--- config.mk ---
export PLATFORM = sky130hd
export DESIGN_NAME = platform_misc_control_regs
export DESIGN_NICKNAME = d
export VERILOG_FILES = /design/src/core/misc_control_pkg.sv /design/src/core/compute_op_ctrl.sv /design/src/core/platform_misc_control_regs.sv
export SDC_FILE = /design/constraint.sdc
export NUM_CORES = 1
export LEC_CHECK = 0
export ABC_AREA = 1
export BUFFER_PORTS_ARGS = -buffer_cell sky130_fd_sc_hd__buf_2
export CAP_MARGIN = 20
export CORE_MARGIN = 3
export CORE_UTILIZATION = 30
export DETAILED_ROUTE_END_ITERATION = 16
export PLACE_DENSITY = 0.69
export SETUP_SLACK_MARGIN = 0.02
export SYNTH_ARGS = -nofsm -noshare
export SYNTH_HDL_FRONTEND = slang
export SYNTH_SLANG_ARGS = --single-unit
--- constraint.sdc ---
create_clock -name clock -period 1.6 [get_ports clock]
set_input_delay 0 -clock clock [delete_from_list [all_inputs] [get_ports clock]]
set_output_delay 0 -clock clock [all_outputs]
set_load 0.02 [all_outputs]
--- src/core/misc_control_pkg.sv ---
// Constants shared by the platform control register bank.
// Assumes a 32-bit APB slave port with a 12-bit byte address.
package misc_control_pkg;

    // Bus geometry.
    localparam int ADDR_W = 12;
    localparam int DATA_W = 32;

    // Register indexes as printed; the byte address is four times the index.
    localparam logic [11:0] SLAVE_PRESENCE_IDX  = 12'h008;
    localparam logic [11:0] MASTER_PRESENCE_IDX = 12'h00A;
    localparam logic [11:0] CONTROL_WORD_IDX    = 12'h00C;
    localparam logic [11:0] COMPUTE_OP_IDX      = 12'h040;

    // Byte addresses derived from the indexes.
    localparam logic [11:0] SLAVE_PRESENCE_ADDR  = {SLAVE_PRESENCE_IDX[9:0], 2'b00};
    localparam logic [11:0] MASTER_PRESENCE_ADDR = {MASTER_PRESENCE_IDX[9:0], 2'b00};
    localparam logic [11:0] CONTROL_WORD_ADDR    = {CONTROL_WORD_IDX[9:0], 2'b00};
    localparam logic [11:0] COMPUTE_OP_ADDR      = {COMPUTE_OP_IDX[9:0], 2'b00};

    // Read-only connection bitmaps (fixed by the crossbar build).
    localparam logic [15:0] SLAVE_PRESENCE_RST  = 16'h0007;
    localparam logic [15:0] MASTER_PRESENCE_RST = 16'h000D;

    // Reset values of the writable registers.
    localparam logic [31:0] CONTROL_WORD_RST = 32'h0000_0000;
    localparam logic [31:0] COMPUTE_OP_RST   = 32'h0000_0000;

    // Control word field positions.
    localparam int STALL_BIT        = 16;
    localparam int SPEC_OFF_BIT     = 15;
    localparam int DATA_SPEC_BIT    = 14;
    localparam int CACHE_OFF_BIT    = 13;
    localparam int INSTR_CACHE_BIT  = 12;
    localparam int DATA_CACHE_BIT   = 11;
    localparam int CACHE_CLEAR_BIT  = 10;
    localparam int ROUND_ROBIN_BIT  = 9;

    // Bits of the control word that hold state; the clear strobe is not one.
    localparam logic [31:0] CONTROL_WR_MASK = 32'h0001_FA00;

    // Compute operation register field positions.
    localparam int REQUEST_BIT = 0;
    localparam int ACK_BIT     = 1;
    localparam int WAKE_BIT    = 2;

    // Byte lanes of the fields that a write must enable.
    localparam int CONTROL_LOW_LANE  = 1;
    localparam int CONTROL_HIGH_LANE = 2;
    localparam int COMPUTE_OP_LANE   = 0;

endpackage

--- src/core/compute_op_ctrl.sv ---
// Compute operation request and wake-on-interrupt state.
// Assumes write strobes come from the APB slave in the register bank.
`timescale 1ns/100ps
module compute_op_ctrl (
    // Clock and reset.
    input  wire logic clock,
    input  wire logic rst,
    // Software write of the compute operation register.
    input  wire logic write_en,
    input  wire logic write_request,
    input  wire logic write_wake,
    // Vector fetch seen by the core, one-cycle pulse.
    input  wire logic vector_fetch,
    // Stored bits.
    output logic      compute_op_request,
    output logic      wake_on_interrupt
);
    import misc_control_pkg::*;

    logic next_compute_op_request;  // Next request bit.
    logic next_wake_on_interrupt;   // Next wake option bit.

    // Software sets or withdraws the request; a wake fetch clears it.
    always_comb begin
        next_compute_op_request = compute_op_request;
        next_wake_on_interrupt  = wake_on_interrupt;
        if (write_en) begin
            next_compute_op_request = write_request;
            next_wake_on_interrupt  = write_wake;
        end
        // The wake clear wins over a same-cycle software write.
        if (vector_fetch && wake_on_interrupt) begin
            next_compute_op_request = 1'b0;
        end
    end

    // Register the state.
    always_ff @(posedge clock or posedge rst) begin
        if (rst) begin
            compute_op_request <= COMPUTE_OP_RST[REQUEST_BIT];
            wake_on_interrupt  <= COMPUTE_OP_RST[WAKE_BIT];
        end else begin
            compute_op_request <= next_compute_op_request;
            wake_on_interrupt  <= next_wake_on_interrupt;
        end
    end

endmodule

--- src/core/platform_misc_control_regs.sv ---
// Platform control register bank on APB.
// Assumes an APB master on clock; all inputs are synchronous to clock.
//
// Contract
// - Slave bitmap read-only, upper zero, 0007h.
// - Master bitmap read-only, upper zero, 000Dh.
// - Bit 16 enables flash-busy stalling.
// - Bit 15 kills speculation; bit 14 adds data.
// - Reset: speculation for instructions only.
// - Bit 13 kills cache; 12, 11 per type.
// - Reset: cache on for both fetch types.
// - Bit 10 write-one clears cache, reads zero.
// - Bit 9 selects round-robin over fixed priority.
// - Request bit written by software, hardware-cleared.
// - Wake bit lets vector fetch clear request.
// - Ack bit shows compute operation entered.
`timescale 1ns/100ps
module platform_misc_control_regs (
    // Clock and reset.
    input  wire logic                               clock,
    input  wire logic                               rst,
    // APB slave port.
    input  wire logic                               psel,
    input  wire logic                               penable,
    input  wire logic                               pwrite,
    input  wire logic [misc_control_pkg::ADDR_W-1:0] paddr,
    input  wire logic [misc_control_pkg::DATA_W-1:0] pwdata,
    input  wire logic [3:0]                         pstrb,
    output logic      [misc_control_pkg::DATA_W-1:0] prdata,
    output logic                                    pready,
    output logic                                    pslverr,
    // Core and low-power sequencer status.
    input  wire logic                               vector_fetch,
    input  wire logic                               compute_op_ack_in,
    // Flash controller controls.
    output logic                                    flash_busy_stall_en,
    output logic                                    spec_instr_en,
    output logic                                    spec_data_en,
    output logic                                    cache_instr_en,
    output logic                                    cache_data_en,
    output logic                                    flash_cache_clear,
    // Crossbar and low-power controls.
    output logic                                    round_robin_select,
    output logic                                    compute_op_request
);
    import misc_control_pkg::*;

    // Register select codes for the address decoder.
    typedef enum {
        SEL_NONE,
        SEL_SLAVE,
        SEL_MASTER,
        SEL_CONTROL,
        SEL_COMPUTE
    } reg_sel_t;

    // Flash policy outputs in a fixed order.
    typedef struct packed {
        logic stall;
        logic spec_instr;
        logic spec_data;
        logic cache_instr;
        logic cache_data;
    } flash_policy_t;

    // Decodes a byte address into a register select.
    function automatic reg_sel_t decode(input logic [ADDR_W-1:0] addr);
        case (addr)
            SLAVE_PRESENCE_ADDR:  decode = SEL_SLAVE;
            MASTER_PRESENCE_ADDR: decode = SEL_MASTER;
            CONTROL_WORD_ADDR:    decode = SEL_CONTROL;
            COMPUTE_OP_ADDR:      decode = SEL_COMPUTE;
            default:              decode = SEL_NONE;
        endcase
    endfunction

    // Turns the control word into the flash controller enables.
    function automatic flash_policy_t policy(input logic [31:0] word);
        flash_policy_t p;
        p.stall       = word[STALL_BIT];
        p.spec_instr  = ~word[SPEC_OFF_BIT];
        p.spec_data   = ~word[SPEC_OFF_BIT] & word[DATA_SPEC_BIT];
        p.cache_instr = ~word[CACHE_OFF_BIT] & ~word[INSTR_CACHE_BIT];
        p.cache_data  = ~word[CACHE_OFF_BIT] & ~word[DATA_CACHE_BIT];
        policy = p;
    endfunction

    // Reset value of the enables, taken from the control word reset.
    localparam flash_policy_t POLICY_RST = policy(CONTROL_WORD_RST);

    // Bus phase decode.
    reg_sel_t      sel;             // Register addressed by paddr.
    logic          setup_phase;     // First cycle of a transfer.
    logic          access_done;     // Edge at which a transfer completes.
    logic          write_done;      // Completing write to a mapped register.
    logic [31:0]   lane_mask;       // Byte enables widened to bits.
    logic [31:0]   read_word;       // Read data for the addressed register.

    // Stored state and next values.
    logic [31:0]   control_word;            // Writable control word bits.
    logic [31:0]   next_control_word;       // Next control word.
    logic          ack_seen;                // Registered acknowledge status.
    logic          wake_on_interrupt;       // Wake option from the submodule.
    logic          compute_write;           // Write strobe for compute register.
    logic          cache_clear_hit;         // Write of one to the clear strobe.
    flash_policy_t next_policy;             // Enables from the next control word.
    logic [31:0]   next_prdata;             // Next read data.
    logic          next_pready;             // Next ready.
    logic          next_pslverr;            // Next error flag.

    // Widen each byte enable over its eight data bits.
    genvar lane;
    generate
        for (lane = 0; lane < 4; lane++) begin : g_lane
            assign lane_mask[lane*8 +: 8] = {8{pstrb[lane]}};
        end
    endgenerate

    // Transfer phases; the slave always answers after one wait-free access.
    always_comb begin
        sel         = decode(paddr);
        setup_phase = psel & ~penable;
        access_done = psel & penable & pready;
        write_done  = access_done & pwrite & (sel != SEL_NONE);
    end

    // Read multiplexer; reserved bits read as zero.
    always_comb begin
        read_word = 32'h0000_0000;
        case (sel)
            SEL_SLAVE: begin
                read_word = {16'h0000, 8'h00, SLAVE_PRESENCE_RST[7:0]};
            end
            SEL_MASTER: begin
                read_word = {16'h0000, 8'h00, MASTER_PRESENCE_RST[7:0]};
            end
            SEL_CONTROL: begin
                // The clear strobe holds no state and so reads as zero.
                read_word = control_word & CONTROL_WR_MASK;
            end
            SEL_COMPUTE: begin
                read_word[REQUEST_BIT] = compute_op_request;
                read_word[ACK_BIT]     = ack_seen;
                read_word[WAKE_BIT]    = wake_on_interrupt;
            end
            default: begin
                read_word = 32'h0000_0000;
            end
        endcase
    end

    // Control word update, byte lanes honoured, reserved bits kept at zero.
    always_comb begin
        next_control_word = control_word;
        cache_clear_hit   = 1'b0;
        if (write_done && (sel == SEL_CONTROL)) begin
            next_control_word = ((pwdata & lane_mask) | (control_word & ~lane_mask))
                                & CONTROL_WR_MASK;
            cache_clear_hit   = pstrb[CONTROL_LOW_LANE] & pwdata[CACHE_CLEAR_BIT];
        end
        next_policy = policy(next_control_word);
    end

    // Compute register write, only when its byte lane is enabled.
    always_comb begin
        compute_write = write_done & (sel == SEL_COMPUTE) & pstrb[COMPUTE_OP_LANE];
    end

    // APB answer: ready in the cycle after setup, data and error with it.
    always_comb begin
        next_pready  = setup_phase;
        next_pslverr = setup_phase & (decode(paddr) == SEL_NONE);
        next_prdata  = prdata;
        if (setup_phase) begin
            next_prdata = pwrite ? 32'h0000_0000 : read_word;
        end
    end

    // Control state and flash enables; the enables follow the stored word.
    always_ff @(posedge clock or posedge rst) begin
        if (rst) begin
            control_word        <= CONTROL_WORD_RST;
            // Speculation for instructions only, cache on for both.
            flash_busy_stall_en <= POLICY_RST.stall;
            spec_instr_en       <= POLICY_RST.spec_instr;
            spec_data_en        <= POLICY_RST.spec_data;
            cache_instr_en      <= POLICY_RST.cache_instr;
            cache_data_en       <= POLICY_RST.cache_data;
            round_robin_select  <= CONTROL_WORD_RST[ROUND_ROBIN_BIT];
            flash_cache_clear   <= 1'b0;
        end else begin
            control_word        <= next_control_word;
            flash_busy_stall_en <= next_policy.stall;
            spec_instr_en       <= next_policy.spec_instr;
            spec_data_en        <= next_policy.spec_data;
            cache_instr_en      <= next_policy.cache_instr;
            cache_data_en       <= next_policy.cache_data;
            round_robin_select  <= next_control_word[ROUND_ROBIN_BIT];
            // One-cycle invalidate pulse for the flash cache.
            flash_cache_clear   <= cache_clear_hit;
        end
    end

    // Bus answer registers.
    always_ff @(posedge clock or posedge rst) begin
        if (rst) begin
            prdata  <= 32'h0000_0000;
            pready  <= 1'b0;
            pslverr <= 1'b0;
        end else begin
            prdata  <= next_prdata;
            pready  <= next_pready;
            pslverr <= next_pslverr;
        end
    end

    // Acknowledge follows the sequencer; writes never reach it.
    always_ff @(posedge clock or posedge rst) begin
        if (rst) begin
            ack_seen <= COMPUTE_OP_RST[ACK_BIT];
        end else begin
            ack_seen <= compute_op_ack_in;
        end
    end

    // Request and wake option live in their own small unit.
    compute_op_ctrl u_compute_op (
        .clock              (clock),
        .rst                (rst),
        .write_en           (compute_write),
        .write_request      (pwdata[REQUEST_BIT]),
        .write_wake         (pwdata[WAKE_BIT]),
        .vector_fetch       (vector_fetch),
        .compute_op_request (compute_op_request),
        .wake_on_interrupt  (wake_on_interrupt)
    );

endmodule

**Word-level counts from Yosys, hierarchy flattened**

Cells that the tools add are included.

- Bits in registers: 51
- Output and inout bits: 42

- Bitwise gates (word level): 21
- Mux-type cells: 8
- Reduce and logical (&&, ||, !) cells: 5
- Eq/ne operators: 10

Operators by type and width:

| kind | number |
|---|---|
| $eq 12x6->1 const B | 3 |
| $and 17x17->17 | 2 |
| $eq 32x3->1 const B | 1 |
| $eq 32x4->1 const B | 1 |
| $logic_not 32->1 | 1 |
| $mux 32 | 1 |
| $reduce_bool 32->1 | 1 |
| $pmux 14 s2 | 1 |
| $mux 17 | 1 |
| $not 17->17 | 1 |
| $or 17x17->17 | 1 |
| $and 1x1->1 | 12 |
| $eq 12x9->1 const B | 1 |
| $pmux 3 s4 | 1 |
| $pmux 3 s3 | 1 |
| $eq 3x2->1 const B | 2 |
| $not 1->1 | 5 |
| $eq 3x1->1 const B | 1 |
| $eq 3x3->1 const B | 1 |
| $mux 1 | 3 |
| $logic_and 1x1->1 | 2 |
| $reduce_bool 2->1 | 1 |

**Depth between registers and ports, before layout**

Gate-level depths: netlist (run 1).

- Depth after elaboration: 8
- Gate-level depth with buffers: 10

**Modules after synthesis**

From an unflattened synthesis (run 1), not the netlist that was laid out.

- Cells, all modules: 197
- Area total of the unflattened synthesis: 1547.7 µm²

Modules (own cells, without submodules):

| module | times used | area each (µm²) | sequential area each (µm²) | cells each |
|---|---|---|---|---|
| platform_misc_control_regs | 1 | 1453.9 | 654.4 | 186 |
| compute_op_ctrl | 1 | 93.8 | 50.0 | 11 |

**Least setup slack after synthesis (run 1)**

No wires, ideal clock.

- Kind: register to register
- From: register pready
- To: register spec_data_en
- Setup slack: 361 ps
- Data arrival time: 1115 ps
- Stages on the path, launching flop included: 9
- Required time: 1476 ps
- Clock period less this slack: 1239 ps
- Path through: dfrtp_1 > nand4_1 > inv_2 > nand3_4 > buf_6 > nand2_1 > inv_1 > nor2_2 > nor2_1

RTL lines:

| element | RTL line | source |
|---|---|---|
| start: declaration | platform_misc_control_regs.sv:30 | `output logic pready,` |
| start signal: assignment | platform_misc_control_regs.sv:212 | `pready <= next_pready;` |
| end signal: assignment | platform_misc_control_regs.sv:186 | `spec_data_en <= POLICY_RST.spec_data;` |
| end signal: assignment | platform_misc_control_regs.sv:195 | `spec_data_en <= next_policy.spec_data;` |
| end: declaration | platform_misc_control_regs.sv:38 | `output logic spec_data_en,` |

**Worst setup path after layout (run 1)**

- From: register pready
- To: register u_compute_op.compute_op_request

- Word-level cells in the longest chain between the ends: 6

Ends and longest elaborated chain:

| element | RTL line | source |
|---|---|---|
| $and 1x1->1 | platform_misc_control_regs.sv:123 | `access_done = psel & penable & pready;` |
| $and 1x1->1 (2 in series) | platform_misc_control_regs.sv:124 | `write_done = access_done & pwrite & (sel != SEL_NONE);` |
| $and 1x1->1 (2 in series) | platform_misc_control_regs.sv:166 | `compute_write = write_done & (sel == SEL_COMPUTE) & pstrb[COMPUTE_OP_LANE];` |
| $reduce_bool 2->1 (no line) | -- |  |
| end signal: assignment | compute_op_ctrl.sv:40 | `compute_op_request <= COMPUTE_OP_RST[REQUEST_BIT];` |
| end signal: assignment | compute_op_ctrl.sv:43 | `compute_op_request <= next_compute_op_request;` |
| end: declaration | compute_op_ctrl.sv:15 | `output logic compute_op_request,` |

Every way passes these cells.
A chain may end at the register's enable or synchronous reset.

==> results of run 1 <==
## worst paths after layout
path	startpoint	to	cells after the start
hold reg to reg	prdata[2]	prdata[2]	2
setup reg to reg	pready	u_compute_op.compute_op_request	5
max in group asynchronous	rst	spec_instr_en	4
setup / recovery	pready	u_compute_op.compute_op_request	5
min in group asynchronous	rst	prdata[11]	4
hold / removal	vector_fetch	u_compute_op.compute_op_request	4
## kinds of logic after synthesis
group | Yosys count | share of synthesized area
buffers and inverters | 53 | 0.185
and+or+nand+nor | 96 | 0.284
muxes | 4 | 0.0259
other | 1 | 0.00242
DFF | 28 | 0.456
AOI/OAI and AO/OA | 13 | 0.0469
## critical path, delay by kind of cell, from the launching register on
family | cells | cell delay (ns)
buffers and inverters | 1 | 0.56
AND/OR/NAND/NOR | 4 | 0.47
flip-flops | 1 | 0.36
## flip-flops by register name, indices dropped and copies added (netlist names), named ones only
register,flops
ack_seen,1
cache_instr_en,1
cache_data_en,1
prdata,11
control_word,5
pready,1
spec_instr_en,1
pslverr,1
spec_data_en,1
flash_cache_clear,1
u_compute_op.wake_on_interrupt,1
u_compute_op.compute_op_request,1
## cells in the final DEF, fill, tap and decap left out
cell / instances
mux2i_1: 4
dfrtp_1: 25
nand2_2: 2
dfstp_2: 3
nor2_1: 14
buf_4: 1
nand4_1: 4
clkbuf_8: 4
o21ai_1: 5
inv_2: 2
o21ai_0: 6
nor2_2: 6
dlygate4sd3_1: 12
inv_1: 27
nand3_1: 16
nand2_1: 49
conb_1: 21
o21ai_2: 2
nor2_4: 2
nor3_1: 2
nand3_4: 1
buf_2: 52
## layout make-up
class / count / share of cell area
inverters: 29 / 0.0552
well taps: 67 / 0.0425
flip-flops and latches: 28 / 0.357
clock buffers: 4 / 0.0279
repair buffers: 65 / 0.197
multi-input cells: 134 / 0.321
## power by group through the flow
stage | Sequential (uW) | Clock (uW) | Combinational [uW]
4_1_cts | 713 | 440 | 181
6_report | 713 | 430 | 180
2_1_floorplan | 730 | 0 | 139
3_5_place_dp | 726 | 0 | 162
3_3_place_gp | 727 | 0 | 160
5_1_grt | 713 | 463 | 201
## routing by layer
layer	wire (um)	global-route usage
met1	1510	0.145
met2	1680	0.198
met3	123	0.0151
met5	0	0
met4	29	0.0374
## through the flow
stage          power [uW]  hold slack, ns  area (um2)   util
5_1_grt              1380          0.0386        1970  0.407
3_5_place_dp          889          0.0809        1800  0.370
3_3_place_gp          887          0.0767        1800  0.370
6_report             1320          0.0272        1970  0.407
4_1_cts              1330          0.0146        1970  0.406
2_1_floorplan         869          0.0314        1620      -
## repair_timing
item / in CTS / in global routing
setup endpoints to repair: 0 / 2
hold buffers: 12 / 0
gates resized for setup: 0 / 1
hold endpoints to repair: 32 / 0
==> impl_metrics.env, run 1 <==
export IMPL_drc=0
export IMPL_drtIter0Drc=43
export IMPL_synth_edff_count=0
export IMPL_critPathMaxFanout=2
export IMPL_antenna_found_initial=0
export IMPL_cts_sinks=28
export IMPL_die_width_um=77.8
export IMPL_rsz0062_at_grt="false"
export IMPL_h_tree_depth=1
export IMPL_post_dp_hpwl_um=2680
export IMPL_fin_ws_ns=0.157
export IMPL_p_int_uw=993
export IMPL_crit_path_max_incr_delay_ns=0.56
export IMPL_drive_above_1_share=0.288
export IMPL_r2r_slack_ns=0.16
export IMPL_ys_types=22
export IMPL_seqPwrFrac=0.539
export IMPL_synth_seq_area_share=0.456
export IMPL_nNetsFinal=316
export IMPL_clock_root_buffer="clkbuf_8"
export IMPL_path_cells="nand4_1 -> nor2_2 -> nand4_1 -> dlygate4sd3_1 -> nand2_1"
export IMPL_holdCritPathClass="in2reg"
export IMPL_finalCriticalPeriod_ns=1.44
export IMPL_cp_slowest_cell="dlygate4sd3_1"
export IMPL_switchingPower_uw=329
export IMPL_syn_to_final_growth_pct=27.6
export IMPL_instances_no_fill=327
export IMPL_yosysWarnings=0
export IMPL_numCtsBuffers=3
export IMPL_die_area_um2=6050
export IMPL_avgSynthCellArea_um2=7.93
export IMPL_criticalPathCategory="reg2reg"
export IMPL_synth_commonest_cells="nand2_1 (49), inv_1 (27), dfrtp_1 (25)"
export IMPL_pre_cts_ws_ns=0.333
export IMPL_synth_most_common_cell="nand2_1"
export IMPL_combinationalPowerShare=0.136
export IMPL_ys_seq_elements=28
export IMPL_power_leakage_uw=0.00115
export IMPL_routed_wirelength_um=3340
export IMPL_grt_pass1_wl_um=5630
export IMPL_synth_cells=195
export IMPL_cp_common_cell="nand4_1"
export IMPL_cts_setup_buffers=0
export IMPL_drt_pass1_iter_count=4
export IMPL_post_route_period_util=0.902
export IMPL_ant_nets=0
export IMPL_cp_arrival_ns=1.65
export IMPL_ioPinCount=97
export IMPL_clock_latency_ns=0.27
export IMPL_irDropWorstVdd_uv=326
export IMPL_initial_core_util=0.319
export IMPL_syn_area_um2=1550
export IMPL_hold_viol=0
export IMPL_crit_path_start_kind="flop"
export IMPL_multi_input_area_um2=633
export IMPL_via_per_inst=4.04
export IMPL_num_rows=25
export IMPL_synth_flop_cell="dfrtp_1"
export IMPL_die_h_um=77.8
export IMPL_final_setup_tns_ns=0
export IMPL_grt_util_all_layers=0.114
export IMPL_seq_area_um2=704
export IMPL_setup_viol=0
export IMPL_place_gp_congestion=0.798
export IMPL_clkPwrFrac=0.325
export IMPL_dp_cells=311
export IMPL_synthTopCellsByArea="dfrtp_1 (40%), nand2_1 (12%), buf_4 (10%)"
export IMPL_max_freq_mhz=693
export IMPL_grt_pass1_vias=1234
export IMPL_powerDensity_nw_per_um2=670
export IMPL_synth_top_area_share=0.405
export IMPL_grt_remaining_overflow=0
export IMPL_port_buffers=52
export IMPL_cts_clk_slew_worst_paths_ns=0.09
export IMPL_swShare=0.249
export IMPL_grt_start_max_net_pins=29
export IMPL_drv_slew=0
export IMPL_skew_ns=0.00519
export IMPL_required_ns=1.81
export IMPL_routedWlPerCell_um=10.2
export IMPL_core_um2=4850
export IMPL_critical_path_endpoint_type="flop"
export IMPL_antenna_cells=0
export IMPL_num_vias=1321
export IMPL_outcome="completed"
export IMPL_cts_buffer_depth=2
export IMPL_drv_cap=0
export IMPL_fill_cells=520
export IMPL_async_flop_share=1.00
export IMPL_synth_area_leader_cell="dfrtp_1"
export IMPL_cts_tree="built"
Note: power is estimated with default switching activity, not from simulation.
==> run 2: changes to the inputs <==
==> constraint.sdc (replaced) <==
create_clock -name clock -period 1.43 [get_ports clock]
set_input_delay 0 -clock clock [delete_from_list [all_inputs] [get_ports clock]]
set_output_delay 0 -clock clock [all_outputs]
set_load 0.02 [all_outputs]
==> run 2 against run 1 <==
Effect of this change:
- utilization shrank 0.10 points
- worst setup slack better by 0.020 ns
- via count decreased by 0.15%
- die area unchanged
- combinational power up 13%
- flip-flop and latch count unchanged
- critical endpoint is now prdata[15]
- largest cell class unchanged
- highest routed layer unchanged
==> impl_metrics.env, run 2 (synthesized netlist as in run 1, its figures left out) <==
export IMPL_routed_wirelength_um=3300
export IMPL_hold_viol=0
export IMPL_skew_ns=0.00597
export IMPL_port_buffers=52
export IMPL_die_h_um=77.8
export IMPL_critPathBufInv=3
export IMPL_crit_path_max_incr_delay_ns=0.53
export IMPL_grt_busiest_layer="met2"
export IMPL_largest_reg_flops=11
export IMPL_routedWlPerCell_um=10.1
export IMPL_place_gp_congestion=0.799
export IMPL_finalPower_uw=1480
export IMPL_num_vias=1319
export IMPL_power_leakage_uw=0.00115
export IMPL_met2_usage=0.194
export IMPL_clock_latency_ns=0.27
export IMPL_syn_to_final_growth_pct=27.3
export IMPL_grt_util_all_layers=0.113
export IMPL_rsz0062_at_grt="false"
export IMPL_fill_cells=511
export IMPL_grt_remaining_overflow=0
export IMPL_finalCriticalPeriod_ns=1.25
export IMPL_holdCritPathClass="in2reg"
export IMPL_rr_startpoint="pready"
export IMPL_layout_common_cells="buf_2 (52), nand2_1 (49), inv_1 (27)"
export IMPL_drt_pass1_iter_count=4
export IMPL_cts_clk_slew_worst_paths_ns=0.08
export IMPL_ant_nets=0
export IMPL_core_um2=4850
export IMPL_crit_family="buffers and inverters"
export IMPL_top_register="prdata"
export IMPL_outcome="completed"
export IMPL_use_met3=0.0186
export IMPL_irDropWorstVdd_uv=392
export IMPL_antenna_found_initial=0
export IMPL_required_ns=1.62
export IMPL_post_route_period_util=0.876
export IMPL_cp_arrival_ns=1.44
export IMPL_drive_above_1_share=0.290
export IMPL_criticalPathCategory="in2reg"
export IMPL_nNetsFinal=315
export IMPL_clock_root_buffer="clkbuf_8"
export IMPL_antenna_cells=0
export IMPL_reg_top3="prdata x11, control_word x5"
export IMPL_cts_tree="built"
export IMPL_path_cells="dlygate4sd3_1 -> buf_2 -> nor2_2 -> inv_2 -> nor2_4 -> nand2_1 -> o21ai_0"
export IMPL_die_width_um=77.8
export IMPL_cp_startpoint="penable"
export IMPL_numCtsBuffers=3
export IMPL_drv_cap=0
export IMPL_die_area_um2=6050
export IMPL_cts_buffer_depth=2
export IMPL_grt_start_max_net_pins=29
export IMPL_reg2reg_depth=5
export IMPL_via_per_inst=4.05
export IMPL_ioPinCount=97
export IMPL_post_dp_hpwl_um=2660
export IMPL_grt_pass1_wl_um=5620
export IMPL_critical_path_endpoint_type="flop"
export IMPL_drv_slew=0
export IMPL_initial_core_util=0.319
export IMPL_use_met1=0.144
export IMPL_r2r_slack_ns=0.21
export IMPL_final_common_cell="buf_2"
export IMPL_crit_path_start_kind="input port"
export IMPL_num_rows=25
export IMPL_crit_end="prdata[15]"
export IMPL_worstReg2RegEnd="spec_data_en"
export IMPL_cts_setup_buffers=0
export IMPL_final_setup_tns_ns=0
export IMPL_grt_pass1_vias=1259
export IMPL_powerDensity_nw_per_um2=750
export IMPL_critical_path_depth=7
export IMPL_h_tree_depth=1
export IMPL_critPathMaxFanout=13
export IMPL_max_freq_mhz=798
export IMPL_drc=0
export IMPL_cts_sinks=28
export IMPL_drtIter0Drc=44
export IMPL_setup_viol=0
export IMPL_cp_slowest_cell="dlygate4sd3_1"
==> run 2: cell types whose count changed in the layout (fill, tap and decap cells not counted) <==
| cell | before | now |
|---|---|---|
| dlygate4sd3_1 | 12 | 11 |
| nor2_4 | 2 | 3 |
| nor2_2 | 6 | 5 |
==> run 2: worst min path at each step <==
stage / depth (start not counted) / startpoint / to
final: 4 / vector_fetch / u_compute_op.compute_op_request
after global placement: 3 / rst / prdata[11]
after floorplan: 0 / compute_op_ack_in / ack_seen
after global routing: 3 / paddr[4] / flash_cache_clear
after CTS: 4 / vector_fetch / u_compute_op.compute_op_request
after detailed placement: 3 / rst / prdata[9]
==> run 2: per-layer routing <==
layer	routed length, um	vias to the layer above	part of all wire
met3	187	4	0.057
met4	36	0	0.011
met5	0	-	0
li1	-	688	-
met2	1640	40	0.50
met1	1430	587	0.43
==> run 2: worst register-to-register path: cells and delay by family, from the launching register on <==
kind                   cells  cell delay (ns)
and+or+nand+nor            3             0.38
DFF                        1             0.36
AOI/OAI and AO/OA          1             0.24
buffers and inverters      1             0.12
==> run 2: cell type report <==
class                           instances  area [um2]  share of cell area
Sequential cell                        28         704               0.358
Multi-Input combinational cell        134         638               0.324
Timing Repair Buffer                   64         378               0.192
Inverter                               29         109              0.0553
Tap cell                               67        83.8              0.0426
Clock buffer                            4        55.1              0.0280
==> run 2: repair_timing <==
action / CTS / global route
hold endpoints to repair: 32 / 0
setup endpoints to repair: 0 / 9
resized for setup: 0 / 2
hold buffers: 11 / 0
==> run 2: power by group <==
| part | internal [uW] | total [uW] | switching (uW) |
|---|---|---|---|
| combinational | 71.3 | 204 | 133 |
| clock | 246 | 474 | 228 |
| sequential | 796 | 797 | 1.61 |
| total | 1110 | 1480 | 362 |
==> run 2: through the flow <==
stage	std cells	hold slack (ns)	setup WS, ns	instance area (um2)	utilization
2_1_floorplan	215	0.0314	0.191	1620	-
6_report	326	0.0280	0.177	1970	0.406
3_3_place_gp	311	0.0768	0.177	1800	0.370
4_1_cts	326	0.0235	0.0652	1960	0.404
5_1_grt	326	0.0386	0.0237	1970	0.406
3_5_place_dp	311	0.0799	0.185	1800	0.370
